`config.mk`:
```
export PLATFORM = sky130hd
export DESIGN_NAME = pmc_clock_ctrl
export DESIGN_NICKNAME = d
export VERILOG_FILES = /design/src/rtl/pmc_pkg.sv /design/src/rtl/pmc_clock_ctrl.sv /design/src/rtl/pmc_startup_timer.sv
export SDC_FILE = /design/constraint.sdc
export NUM_CORES = 1
export LEC_CHECK = 0
export ABC_AREA = 1
export BUFFER_PORTS_ARGS = -buffer_cell sky130_fd_sc_hd__buf_4
export CORE_MARGIN = 2
export CORE_UTILIZATION = 50
export CTS_CLUSTER_DIAMETER = 40
export DETAILED_ROUTE_END_ITERATION = 8
export GPL_TIMING_DRIVEN = 0
export HOLD_SLACK_MARGIN = 0.06
export MAX_ROUTING_LAYER = met4
export PLACE_DENSITY = 0.77
export RECOVER_POWER = 100
export SYNTH_ARGS = -nofsm -noshare
export SYNTH_HDL_FRONTEND = slang
export SYNTH_SLANG_ARGS = --single-unit
export TNS_END_PERCENT = 50
```
`constraint.sdc`:
```
create_clock -name clk_sys -period 3.44 [get_ports clk_sys]
set_input_delay 0.688 -clock clk_sys [delete_from_list [all_inputs] [get_ports clk_sys]]
set_output_delay 0.688 -clock clk_sys [all_outputs]
set_load 0.05 [all_outputs]
```
`src/rtl/pmc_pkg.sv`:
```
package pmc_pkg;
    // Register address and field layout of oscillator_control
    localparam logic [11:0] OSC_CTRL_ADDR   = 12'hFD3;
    localparam int          SCS_LSB         = 0;
    localparam int          SCS_MSB         = 1;
    localparam int          PRI_ACTIVE_BIT  = 3;
    localparam int          INT_ACTIVE_BIT  = 2;
    localparam int          IDLE_EN_BIT     = 7;
    localparam logic [7:0]  WRITE_MASK      = 8'h83;

    // Clock source select encodings
    localparam logic [1:0]  SCS_PRIMARY     = 2'h0;
    localparam logic [1:0]  SCS_TIMER1      = 2'h1;
    localparam logic [1:0]  SCS_INTERNAL    = 2'h3;

    // Reset values
    localparam logic [1:0]  SCS_RESET       = 2'h0;
    localparam logic        IDLE_EN_RESET   = 1'b0;

    // Primary start-up timer
    localparam int          START_NS        = 10240;
    localparam int          CLK_NS          = 10;
    localparam int          START_CYCLES    = (START_NS + CLK_NS - 1) / CLK_NS;

    // Which source drives the device clock
    typedef enum logic [2:0] {
        SRC_PRIMARY  = 3'b000,
        SRC_INTERNAL = 3'b001,
        SRC_TIMER1   = 3'b010,
        SRC_OFF      = 3'b011,
        SRC_SLEEP    = 3'b100
    } pmc_src_t;
endpackage

```
`src/rtl/pmc_clock_ctrl.sv`:
```
`timescale 1ns/10ps
// Contract
// - Internal mode clocks everything internally, primary off
// - Select field 11 enters internal mode
// - Switching to internal stops primary, clears flag
// - Stay internal until primary ready, then switch
// - Primary flag set once primary drives clock
// - Automatic switches leave idle bit and select
// - Low-freq source runs if watchdog or monitor on
// - Sleep on instruction with idle bit clear
// - Sleep stops oscillator, clears all source flags
// - Sleep entry performs no clock switch
// - Sleep keeps low-freq source for watchdog
// - Sleep keeps Timer1 oscillator if enabled
// - Wake holds clock, or internal if two-speed/monitor
// - After wake, flag set when primary supplies
// - Wake leaves idle bit and select unchanged
module pmc_clock_ctrl #(
    parameter int START_CYCLES = pmc_pkg::START_CYCLES
) (
    // Clock and reset
    input  wire logic        clk_sys,
    input  wire logic        rst,
    // Register port
    input  wire logic [11:0] regAddr,
    input  wire logic        regWrite,
    input  wire logic [7:0]  regWdata,
    output logic      [7:0]  regRdata,
    // Core events
    input  wire logic        sleepExec,
    input  wire logic        wakeEvent,
    // Configuration
    input  wire logic        watchdogEnable,
    input  wire logic        failSafeEnable,
    input  wire logic        twoSpeedEnable,
    input  wire logic        timer1OscEnable,
    // Oscillator controls
    output logic             primaryOscRun,
    output logic             lowFreqRun,
    output logic             timer1OscRun,
    output logic             internalOscRun,
    // Device clock routing
    output logic      [1:0]  clockSelect,
    output logic             cpuClockEnable,
    output logic             periphClockEnable,
    output logic             sleeping
);
    typedef struct packed {
        logic [1:0]       clock_source_select;
        logic             idleEn;
        pmc_pkg::pmc_src_t src;
        logic             priActive;
        logic             intActive;
        logic             priRun;
    } pmc_state_t;

    pmc_state_t stReg;
    pmc_state_t stNext;
    logic       priReady;
    logic       selWrite;
    logic [7:0] readValue;

    // Primary start-up ready indication
    pmc_startup_timer #(
        .CYCLES (START_CYCLES)
    ) u_tmr (
        .clk_sys (clk_sys),
        .rst     (rst),
        .oscRun  (stReg.priRun),
        .ready   (priReady)
    );

    assign selWrite = regWrite && (regAddr == pmc_pkg::OSC_CTRL_ADDR);

    // Mode sequencing
    always_comb begin
        stNext = stReg;
        // Software only touches idle bit and select
        if (selWrite) begin
            stNext.clock_source_select    = regWdata[pmc_pkg::SCS_MSB:pmc_pkg::SCS_LSB];
            stNext.idleEn = regWdata[pmc_pkg::IDLE_EN_BIT];
        end
        case (stReg.src)
            pmc_pkg::SRC_SLEEP: begin
                if (wakeEvent) begin
                    if (twoSpeedEnable || failSafeEnable) begin
                        stNext.src       = pmc_pkg::SRC_INTERNAL;
                        stNext.intActive = 1'b1;
                    end else begin
                        stNext.src = pmc_pkg::SRC_OFF;
                    end
                    stNext.priRun = (stReg.clock_source_select != pmc_pkg::SCS_INTERNAL);
                end
            end
            pmc_pkg::SRC_OFF: begin
                // No device clock until selected source ready
                if (stReg.clock_source_select == pmc_pkg::SCS_INTERNAL ||
                    stReg.clock_source_select == pmc_pkg::SCS_TIMER1) begin
                    stNext.src = (stReg.clock_source_select == pmc_pkg::SCS_TIMER1) ?
                        pmc_pkg::SRC_TIMER1 : pmc_pkg::SRC_INTERNAL;
                    stNext.intActive = 1'b1;
                    stNext.priRun    = 1'b0;
                end else if (priReady) begin
                    stNext.src       = pmc_pkg::SRC_PRIMARY;
                    stNext.priActive = 1'b1;
                end
            end
            default: begin
                if (sleepExec && !stReg.idleEn) begin
                    stNext.src       = pmc_pkg::SRC_SLEEP;
                    stNext.priRun    = 1'b0;
                    stNext.priActive = 1'b0;
                    stNext.intActive = 1'b0;
                end else if (stReg.clock_source_select == pmc_pkg::SCS_INTERNAL ||
                             stReg.clock_source_select == pmc_pkg::SCS_TIMER1) begin
                    stNext.src = (stReg.clock_source_select == pmc_pkg::SCS_TIMER1) ?
                        pmc_pkg::SRC_TIMER1 : pmc_pkg::SRC_INTERNAL;
                    stNext.priRun    = 1'b0;
                    stNext.priActive = 1'b0;
                    stNext.intActive = 1'b1;
                end else begin
                    // Primary requested: start it, keep current source until ready
                    stNext.priRun = 1'b1;
                    if (stReg.src != pmc_pkg::SRC_PRIMARY && priReady) begin
                        stNext.src       = pmc_pkg::SRC_PRIMARY;
                        stNext.priActive = 1'b1;
                        stNext.intActive = 1'b0;
                    end
                end
            end
        endcase
    end

    // State register
    always_ff @(posedge clk_sys or posedge rst) begin
        if (rst) begin
            stReg.clock_source_select       <= pmc_pkg::SCS_RESET;
            stReg.idleEn    <= pmc_pkg::IDLE_EN_RESET;
            stReg.src       <= pmc_pkg::SRC_OFF;
            stReg.priActive <= 1'b0;
            stReg.intActive <= 1'b0;
            stReg.priRun    <= 1'b1;
        end else begin
            stReg <= stNext;
        end
    end

    // Register read view
    always_comb begin
        readValue = '0;
        readValue[pmc_pkg::SCS_MSB:pmc_pkg::SCS_LSB] = stReg.clock_source_select;
        readValue[pmc_pkg::IDLE_EN_BIT]    = stReg.idleEn;
        readValue[pmc_pkg::PRI_ACTIVE_BIT] = stReg.priActive;
        readValue[pmc_pkg::INT_ACTIVE_BIT] = stReg.intActive;
        if (regAddr != pmc_pkg::OSC_CTRL_ADDR) begin
            readValue = '0;
        end
    end
    assign regRdata = readValue;

    // Oscillator enables
    assign primaryOscRun  = stReg.priRun;
    assign internalOscRun = (stReg.src == pmc_pkg::SRC_INTERNAL);
    assign lowFreqRun     = watchdogEnable || failSafeEnable
                            || internalOscRun;
    assign timer1OscRun   = timer1OscEnable ||
                            (stReg.src == pmc_pkg::SRC_TIMER1);

    // Clock routing: primary, timer1 or internal
    assign clockSelect = (stReg.src == pmc_pkg::SRC_PRIMARY) ?
                         pmc_pkg::SCS_PRIMARY :
                         (stReg.src == pmc_pkg::SRC_TIMER1) ?
                         pmc_pkg::SCS_TIMER1 : pmc_pkg::SCS_INTERNAL;
    assign cpuClockEnable    = (stReg.src != pmc_pkg::SRC_SLEEP) &&
                               (stReg.src != pmc_pkg::SRC_OFF);
    assign periphClockEnable = cpuClockEnable;
    assign sleeping          = (stReg.src == pmc_pkg::SRC_SLEEP);
endmodule // pmc_clock_ctrl

```
`src/rtl/pmc_startup_timer.sv`:
```
`timescale 1ns/10ps
// Counts primary oscillator start-up; ready once expired
module pmc_startup_timer #(
    parameter int CYCLES = pmc_pkg::START_CYCLES,
    parameter int W      = 16
) (
    // Clock and reset
    input  wire logic clk_sys,
    input  wire logic rst,
    // Control
    input  wire logic oscRun,
    // Status
    output logic      ready
);
    typedef struct packed {
        logic [W-1:0] count;
        logic         rdy;
    } pmc_tmr_t;

    pmc_tmr_t stReg;
    pmc_tmr_t stNext;

    // Restart whenever the oscillator is stopped
    always_comb begin
        stNext = stReg;
        if (!oscRun) begin
            stNext.count = '0;
            stNext.rdy   = 1'b0;
        end else if (!stReg.rdy) begin
            if (stReg.count == W'(CYCLES - 1)) begin
                stNext.rdy = 1'b1;
            end else begin
                stNext.count = stReg.count + W'(1);
            end
        end
    end

    // State register
    always_ff @(posedge clk_sys or posedge rst) begin
        if (rst) begin
            stReg <= '0;
        end else begin
            stReg <= stNext;
        end
    end

    assign ready = stReg.rdy;
endmodule // pmc_startup_timer

```
==> results.json, run 1 <==
{
  "status": "completed",
  "nNetsFinal": 343,
  "hold_viol": 0,
  "num_rows": 21,
  "timing.final.crit_share": 0.810,
  "initial_core_util": 0.522,
  "nFillCells": 351,
  "ys_types": 25,
  "drtIter0Drc": 72,
  "tightest_slew_ns": 0.973,
  "antenna_found_initial": 0,
  "ctsRootBufferMaster": "clkbuf_4",
  "synthCells": 269,
  "fmax_ghz": 0.359,
  "end_kind": "primary output",
  "hold_class": "register to register",
  "async_flop_share": 1.00,
  "r2r_setup_slack_ns": 1.00,
  "synth-seq-cells": 26,
  "core_mm2": 0.00334,
  "dieHeight_um": 63.0,
  "post-route-util": 0.615,
  "rsz0062_at_grt": "no",
  "area_growth_pct": 17.7,
  "worstSetupPathType": "register to primary output",
  "p_leak_uw": 0.00104,
  "finalSetupViolCount": 0,
  "cts_tree": "yes",
  "ys_seq_area_frac": 0.375,
  "yosysTopAreaCell": "dfrtp_1",
  "startpoint_type": "register",
  "antenna_left": 0,
  "viasPerCell": 5.02,
  "insertion_delay_ns": 0.32,
  "synthTopCellsByArea": "dfrtp_1 (33%), nand2_1 (19%), nor2_1 (8.2%)",
  "cp.required_ns": 2.75,
  "slew_headroom": 0.351,
  "synth_top_cell_area_share": 0.330,
  "synth_most_common_cell": "nand2_1",
  "synth_edf_count": 0,
  "cp.arrival_ns": 2.10,
  "grt_max_degree": 27,
  "cts_resized": 0,
  "tns_ns": 0,
  "vias": 1796,
  "die_x_um": 63.0,
  "hold_buffers": 0,
  "dr.pass1.iters": 4,
  "power_density_mw_per_mm2": 253,
  "clk_pin_slew_ns": 0.14,
  "clock-sinks": 26,
  "netlist_area_mm2": 0.00174,
  "hpwl_um": 2970,
  "cts_max_path_buffers": 2,
  "wl_per_cell_um": 10.7,
  "post_cts_buffers": 0,
  "skew_ns": 0.0122,
  "grt_pass1_wl_um": 6720,
  "cts-buffers-inserted": 3,
  "gp_routability_congestion": 0.858,
  "slew_viol_final": 0,
  "period_needed_ns": 2.79,
  "synth_warnings": 0,
  "syn_avg_cell_area_um2": 6.48,
  "drive_gt1_frac": 0.131,
  "grt-ovfl-total": 0,
  "drv_cap": 0,
  "htree_levels": 1,
  "io_buffer_count": 37,
  "ir_drop_v": 0.000141,
  "grt_pass1_vias": 1550,
  "ys.flop_type": "dfrtp_1",
  "ys_top_cells_by_count": "nand2_1 (89), nor2_1 (38), inv_1 (36)",
  "hold_ws_ns": 0.495,
  "drc_errors": 0,
  "track_usage": 0.213,
  "worst-path-max-fanout": 7,
  "fp.dieArea_mm2": 0.00397,
  "drt-total-wl_um": 3850,
  "ioPinCount": 46,
  "diodes": 0
}
==> worst paths after layout <==
kind,start,end,depth (start not counted)
setup / recovery,stReg[4],cpuClockEnable,5
hold / removal,stReg[1],stReg[1],2
setup reg to reg,u_tmr.stReg[1],u_tmr.stReg[14],11
hold reg to reg,stReg[1],stReg[1],2
max in group asynchronous,rst,stReg[5],2
min in group asynchronous,rst,u_tmr.stReg[3],2
==> metrics by stage <==
step           area (um^2)  cells  setup WS, ns  total power (uW)
4_1_cts               2120    358         0.977               526
5_1_grt               2050    358         0.452               542
3_5_place_dp          2090    354          1.20               370
6_report              2050    358         0.652               518
3_3_place_gp          2090    354          1.23               369
2_1_floorplan         1750    271         0.577               344
==> power by group <==
part	total, uW	switching, uW	internal [uW]
combinational	52.9	30.3	22.6
sequential	308	1.16	307
clock	157	92.1	64.7
total	518	124	395
==> layer usage <==
metal | global-route usage | vias to the layer above | part of all wire
li1 | - | 933 | -
met1 | 0.303 | 792 | 0.47
met2 | 0.326 | 69 | 0.46
met3 | 0.0216 | 2 | 0.064
met4 | 0.0500 | 0 | 0.0070
met5 | - | - | 0
==> logic make-up after synthesis <==
family / synth area share
AND/OR/NAND/NOR: 0.434
buffers and inverters: 0.111
flip-flops: 0.375
AO/OA/AOI/OAI: 0.0646
XOR/XNOR: 0.00503
adder cells (fa/ha/maj): 0.00718
other: 0.00215
==> critical path: stages, from the launching register on <==
cell and delay, ns:
dfstp_1 0.62, nor2_1 0.10, nand2_1 0.19, inv_1 0.12, nor2_1 0.25, clkbuf_1 0.51
==> registers in the layout, summed over array words and instances (netlist names) <==
signal         flops
primaryOscRun      1
stReg              8
u_tmr.stReg       16
u_tmr.ready        1
==> final cells by class <==
type | instances | area [um^2] | share of cell area
clock buffer | 4 | 36.3 | 0.0177
buffer | 6 | 37.5 | 0.0183
sequential | 26 | 654 | 0.319
timing repair buffer | 37 | 233 | 0.113
multi-input combinational | 199 | 880 | 0.429
tap | 46 | 57.6 | 0.0281
inverter | 40 | 153 | 0.0744
==> layout by cell type (no fill, tap or decap) <==
cell type	n
dfrtp_1	23
o21ai_0	9
nor2_2	2
dfstp_1	2
clkinvlp_2	2
clkbuf_8	1
a21oi_1	5
or3_1	1
dfstp_2	1
inv_1	37
nand2_1	92
nor3_1	3
or2_2	1
xor2_1	1
nand3_1	15
inv_2	1
o21ai_1	4
buf_4	27
clkbuf_1	14
conb_1	3
o21bai_1	3
nand2_4	1
nor2_1	40
clkbuf_4	5
ha_1	1
nand4_1	18
Power figures use the tool's default switching activity.
==> inputs of run 2 (changes only) <==
--- a/config.mk
+++ b/config.mk
@@ -5,16 +5,16 @@
 export SDC_FILE = /design/constraint.sdc
 export NUM_CORES = 1
 export LEC_CHECK = 0
-export ABC_AREA = 1
+export ABC_AREA = 0
 export BUFFER_PORTS_ARGS = -buffer_cell sky130_fd_sc_hd__buf_4
 export CORE_MARGIN = 2
-export CORE_UTILIZATION = 50
+export CORE_UTILIZATION = 46
 export CTS_CLUSTER_DIAMETER = 40
 export DETAILED_ROUTE_END_ITERATION = 8
 export GPL_TIMING_DRIVEN = 0
 export HOLD_SLACK_MARGIN = 0.06
 export MAX_ROUTING_LAYER = met4
-export PLACE_DENSITY = 0.77
+export PLACE_DENSITY = 0.76
 export RECOVER_POWER = 100
 export SYNTH_ARGS = -nofsm -noshare
 export SYNTH_HDL_FRONTEND = slang
==> constraint.sdc (replaced) <==
create_clock -name clk_sys -period 2.3 [get_ports clk_sys]
set_input_delay 0.46 -clock clk_sys [delete_from_list [all_inputs] [get_ports clk_sys]]
set_output_delay 0.46 -clock clk_sys [all_outputs]
set_load 0.05 [all_outputs]
==> results.json, run 2 <==
{
  "status": "completed",
  "clk_pin_slew_ns": 0.15,
  "ys_seq_area_frac": 0.406,
  "reg.largest.list": "u_tmr.stReg x16, stReg x8",
  "tightest_slew_ns": 0.974,
  "viasPerCell": 5.54,
  "mostFrequentLayoutCells": "buf_4 (38), dfrtp_1 (23), nand2_1 (15), o21ai_0 (9), a21oi_1 (9)",
  "place_area_mm2": 0.00196,
  "ys_top_cells_by_count": "dfrtp_1 (23), nand2_1 (15), a21oi_1 (9), nor2_1 (9), o21ai_0 (9)",
  "ir_drop_v": 0.00111,
  "synth_top_cell_area_share": 0.357,
  "grt_pass1_vias": 1356,
  "period_needed_ns": 2.22,
  "grt_max_degree": 27,
  "skew_ns": 0.00734,
  "synth_edf_count": 0,
  "diodes": 0,
  "worstSetupPathType": "register to primary output",
  "met1_length_um": 1570,
  "cts_max_path_buffers": 2,
  "finalSetupViolCount": 0,
  "cp.arrival_ns": 1.76,
  "fp.dieArea_mm2": 0.00399,
  "nNetsFinal": 247,
  "slew_viol_final": 0,
  "tns_ns": 0,
  "hold_buffers": 0,
  "num_rows": 21,
  "grt-ovfl-total": 0,
  "synthTopCellsByArea": "dfrtp_1 (36%), dfstp_2 (4.9%), mux2i_1 (3.7%)",
  "antenna_left": 0,
  "timing.final.crit_share": 0.964,
  "drv_cap": 0,
  "hold_class": "input pin to async pin",
  "worst-path-max-fanout": 9,
  "io_buffer_count": 37,
  "dp_slack_ns": 0.257,
  "cp.required_ns": 1.84,
  "wl_per_cell_um": 13.1,
  "die_x_um": 63.2,
  "grt_pass1_wl_um": 5820,
  "yosysTopAreaCell": "dfrtp_1",
  "gp_routability_congestion": 0.892,
  "setup_slack_ns": 0.0833,
  "seq_area_um2": 654,
  "track_usage": 0.181,
  "synth_most_common_cell": "dfrtp_1",
  "async_flop_share": 1.00,
  "ioPinCount": 46,
  "dpl.cell_count": 258,
  "startpoint_type": "register",
  "cts-buffers-inserted": 3,
  "fmax_ghz": 0.451,
  "slew_headroom": 0.350,
  "insertion_delay_ns": 0.33,
  "drc_errors": 0,
  "drt-total-wl_um": 3430,
  "hpwl_um": 2550,
  "p_leak_uw": 0.000861,
  "post_cts_buffers": 0,
  "synth-seq-cells": 26,
  "cts_tree": "yes",
  "antenna_found_initial": 0,
  "ctsRootBufferMaster": "clkbuf_4",
  "design_area_mm2": 0.00199,
  "final_cell_count_no_fill": 262,
  "wl_met3_um": 194,
  "final_common_cell": "buf_4",
  "nFillCells": 323,
  "power_density_mw_per_mm2": 877,
  "synthCells": 173,
  "drtIter0Drc": 105,
  "ys.flop_type": "dfrtp_1",
  "dieHeight_um": 63.2,
  "top_register": "u_tmr.stReg",
  "syn_avg_cell_area_um2": 9.31,
  "ys_types": 48,
  "largest_reg_flops": 16,
  "htree_levels": 1,
  "p_total_uw": 1750,
  "highest_layer": "met4",
  "dr_wl_met2_um": 1650,
  "area_growth_pct": 23.5,
  "end_kind": "primary output",
  "drive_gt1_frac": 0.282,
  "hold_viol": 0,
  "dr.pass1.iters": 4,
  "multi_input_area_um2": 876,
  "clock-sinks": 26,
  "netlist_area_mm2": 0.00161,
  "initial_core_util": 0.483,
  "vias": 1452,
  "core_mm2": 0.00334,
  "synth_warnings": 0
}
[run 2: changes by cell type after synthesis, sizes merged, moves of 7 or more]
cell,delta
inv,-31
nand2,-78
nand3,-10
nand4,-14
nor2,-33
or3,+7
[run 2: cell type report]
class,count,share of cell area
clock buffer,4,0.0182
buffer,12,0.0346
tap,46,0.0289
timing repair buffer,37,0.136
multi-input combinational,130,0.440
inverter,7,0.0132
sequential,26,0.329
[run 2: cell families (layout without fill, tap and decap cells)]
logic type / count (synthesis) / after routing / synth area share
buffers and inverters: 19 / 60 / 0.0575
DFF: 26 / 26 / 0.406
other: 1 / 3 / 0.00233
and+or+nand+nor: 78 / 78 / 0.303
muxes: 11 / 11 / 0.0723
AOI/OAI and AO/OA: 35 / 35 / 0.140
xor gates and xnor gates: 2 / 2 / 0.0109
adders and majority gates: 1 / 1 / 0.00777
[run 2: timing repair]
| action | in CTS | in global routing |
|---|---|---|
| resized for setup | 1 | 2 |
| cloned | 0 | 0 |
| pin swaps | 0 | 0 |
| endpoints found under the setup margin | 1 | 2 |
[run 2: per-stage QoR]
step / utilization / hold slack (ns)
floorplan: - / 0.462
global placement: 0.589 / 0.487
detailed placement: 0.589 / 0.483
CTS: 0.600 / 0.350
global route: 0.596 / 0.345
finish: 0.596 / 0.336
[run 2: path summary, 6_finish.rpt]
check / to / slack [ns] / start / cells past startpoint
min: u_tmr.stReg[6] / 0.34 / rst / 2
min reg2reg: stReg[2] / 0.51 / stReg[2] / 1
max in group asynchronous: stReg[5] / 1.37 / rst / 2
max reg2reg: u_tmr.stReg[11] / 0.37 / u_tmr.stReg[1] / 5
min in group clk_sys: stReg[8] / 0.35 / regWdata[1] / 2
max: periphClockEnable / 0.08 / stReg[5] / 6
[run 2: per-layer routing]
| metal | vias up | track usage |
|---|---|---|
| li1 | 719 | - |
| met1 | 679 | 0.235 |
| met2 | 52 | 0.302 |
| met3 | 2 | 0.0446 |
| met4 | 0 | 0.00833 |
| met5 | - | - |
[run 2: power breakdown]
group | internal (uW) | switching (uW) | total, uW | leakage (uW)
Sequential | 541 | 84.9 | 626 | 0.000344
Clock | 97.0 | 141 | 238 | 0.0000210
Combinational | 308 | 574 | 882 | 0.000497
Total | 945 | 800 | 1750 | 0.000861
[run 2: worst max-delay path: stages (launching register included)]
cell and delay (ns):
dfrtp_1 0.35, clkbuf_4 0.18, or3b_4 0.42, inv_2 0.10, nor2_2 0.07, buf_4 0.13, buf_4 0.18
==> inputs of run 3 (changes only) <==
==> constraint.sdc (replaced) <==
create_clock -name clk_sys -period 2.3 [get_ports clk_sys]
set_input_delay 0.46 -clock clk_sys [delete_from_list [all_inputs] [get_ports clk_sys]]
set_output_delay 0.46 -clock clk_sys [all_outputs]
set_load 0.01 [all_outputs]
==> results.json, run 3 (synthesized netlist as in run 2, its figures left out) <==
{
  "status": "completed",
  "critPathSlowestCell": "or3b_4",
  "clock-sinks": 26,
  "drive_gt1_frac": 0.236,
  "ctsRootBufferMaster": "clkbuf_4",
  "reg.largest.list": "u_tmr.stReg x16, stReg x8",
  "worstSetupPathType": "register to primary output",
  "drtIter0Drc": 74,
  "mostFrequentLayoutCells": "buf_4 (32), dfrtp_1 (23), nand2_1 (15), clkbuf_1 (12)",
  "tightest_slew_ns": 0.949,
  "grt_pass1_vias": 1454,
  "grt_max_degree": 27,
  "dr.pass1.iters": 4,
  "worst-path-max-fanout": 9,
  "final_common_cell": "buf_4",
  "nNetsFinal": 247,
  "crit_chain": "clkbuf_4, or3b_4, inv_1, nor2_1, buf_4, clkbuf_4",
  "finalSetupViolCount": 0,
  "cp.required_ns": 1.84,
  "clk_pin_slew_ns": 0.15,
  "core_mm2": 0.00334,
  "final_cell_count_no_fill": 262,
  "cts-buffers-inserted": 3,
  "period_needed_ns": 2.20,
  "tns_ns": 0,
  "largest_reg_flops": 16,
  "r2r-start": "u_tmr.stReg[16]",
  "io_buffer_count": 37,
  "drc_errors": 0,
  "initial_core_util": 0.483,
  "power_density_mw_per_mm2": 753,
  "track_usage": 0.182,
  "slew_viol_final": 0,
  "fmax_ghz": 0.454,
  "hpwl_um": 2520,
  "area_growth_pct": 20.7,
  "grt_pass1_wl_um": 5890,
  "skew_ns": 0.0107,
  "viasPerCell": 5.54,
  "antenna_found_initial": 0,
  "cts_max_path_buffers": 2,
  "antenna_left": 0,
  "hold_class": "input pin to async pin",
  "critPathLaunch": "stReg[5]",
  "ir_drop_v": 0.000621,
  "grt-ovfl-total": 0,
  "fp.dieArea_mm2": 0.00399,
  "nFillCells": 308,
  "die_x_um": 63.2,
  "use_met2": 0.326,
  "cts_tree": "yes",
  "drt-total-wl_um": 3290,
  "ioPinCount": 46,
  "slew_headroom": 0.366,
  "vias": 1451,
  "end_kind": "primary output",
  "p_leak_uw": 0.000836,
  "insertion_delay_ns": 0.33,
  "dpl.cell_count": 258,
  "timing.final.crit_share": 0.958,
  "startpoint_type": "register",
  "post_cts_buffers": 0,
  "top_usage_layer": "met2",
  "rsz0062_at_grt": "no",
  "cp.arrival_ns": 1.74,
  "cpMostUsedCell": "clkbuf_4",
  "hold_viol": 0,
  "wl_per_cell_um": 12.5,
  "dieHeight_um": 63.2,
  "num_rows": 21,
  "slowest_delay_ns": 0.41,
  "htree_levels": 1,
  "drv_cap": 0,
  "diodes": 0,
  "top_register": "u_tmr.stReg",
  "globalRouteMet3Util": 0.0321,
  "gp_routability_congestion": 0.892,
  "use_met1": 0.221
}
-- run 3: cell types whose count changed in the layout (fill, tap and decap cells not counted), moves of 4 or more --
cell and delta:
buf_4 -6, clkbuf_1 +5, and2_1 -4, and2_0 +4
-- run 3: worst paths after layout --
| kind | depth (start not counted) | to | slack [ns] |
|---|---|---|---|
| worst max register to register | 5 | u_tmr.stReg[2] | 0.21 |
| worst min-delay path | 2 | stReg[6] | 0.33 |
| worst max-delay path | 6 | periphClockEnable | 0.1 |
| max in group asynchronous | 2 | u_tmr.stReg[8] | 1.39 |
| worst min register to register | 1 | stReg[2] | 0.51 |
| min in group clk_sys | 2 | stReg[6] | 0.35 |
-- run 3: through the flow --
stage          hold slack, ns  area [um^2]  worst slack, ns  total power (uW)  utilization
5_1_grt                 0.332         1940           0.0115              1570        0.583
2_1_floorplan           0.462         1620            0.493              1040            -
6_report                0.325         1940           0.0968              1460        0.583
3_3_place_gp            0.488         1950            0.313              1260        0.585
4_1_cts                 0.342         1990           0.0574              1510        0.596
3_5_place_dp            0.489         1950            0.298              1270        0.585
-- run 3: what timing repair did --
action | in CTS | in global routing
resized for setup | 0 | 2
hold buffers | 0 | 0
hold endpoints to repair | 0 | 0
setup endpoints to repair | 0 | 1
-- run 3: area by class of cell --
class                   count  area (um^2)  share of cell area
repair buffers             37          255               0.131
flip-flops and latches     26          654               0.337
well taps                  46         57.6              0.0296
clock buffers               4         36.3              0.0187
multi-input cells         130          850               0.437
plain buffers              12         65.1              0.0335
inverters                   7         26.3              0.0135
-- run 3: critical path: cells and delay by family, from the launching register on --
family / cells / cell delay (ns)
AND/OR/NAND/NOR: 2 / 0.51
flip-flops: 1 / 0.34
buffers and inverters: 4 / 0.57
-- run 3: metal layers --
layer | wire length [um] | vias up
met2 | 1650 | 49
met1 | 1460 | 682
met3 | 172 | 0
met4 | 0 | 0
li1 | - | 720
met5 | 0 | -
-- run 3: power by group --
part	switching (uW)	internal [uW]	leakage, uW
sequential	72.2	540	0.000344
combinational	334	284	0.000472
clock	138	96.9	0.0000210
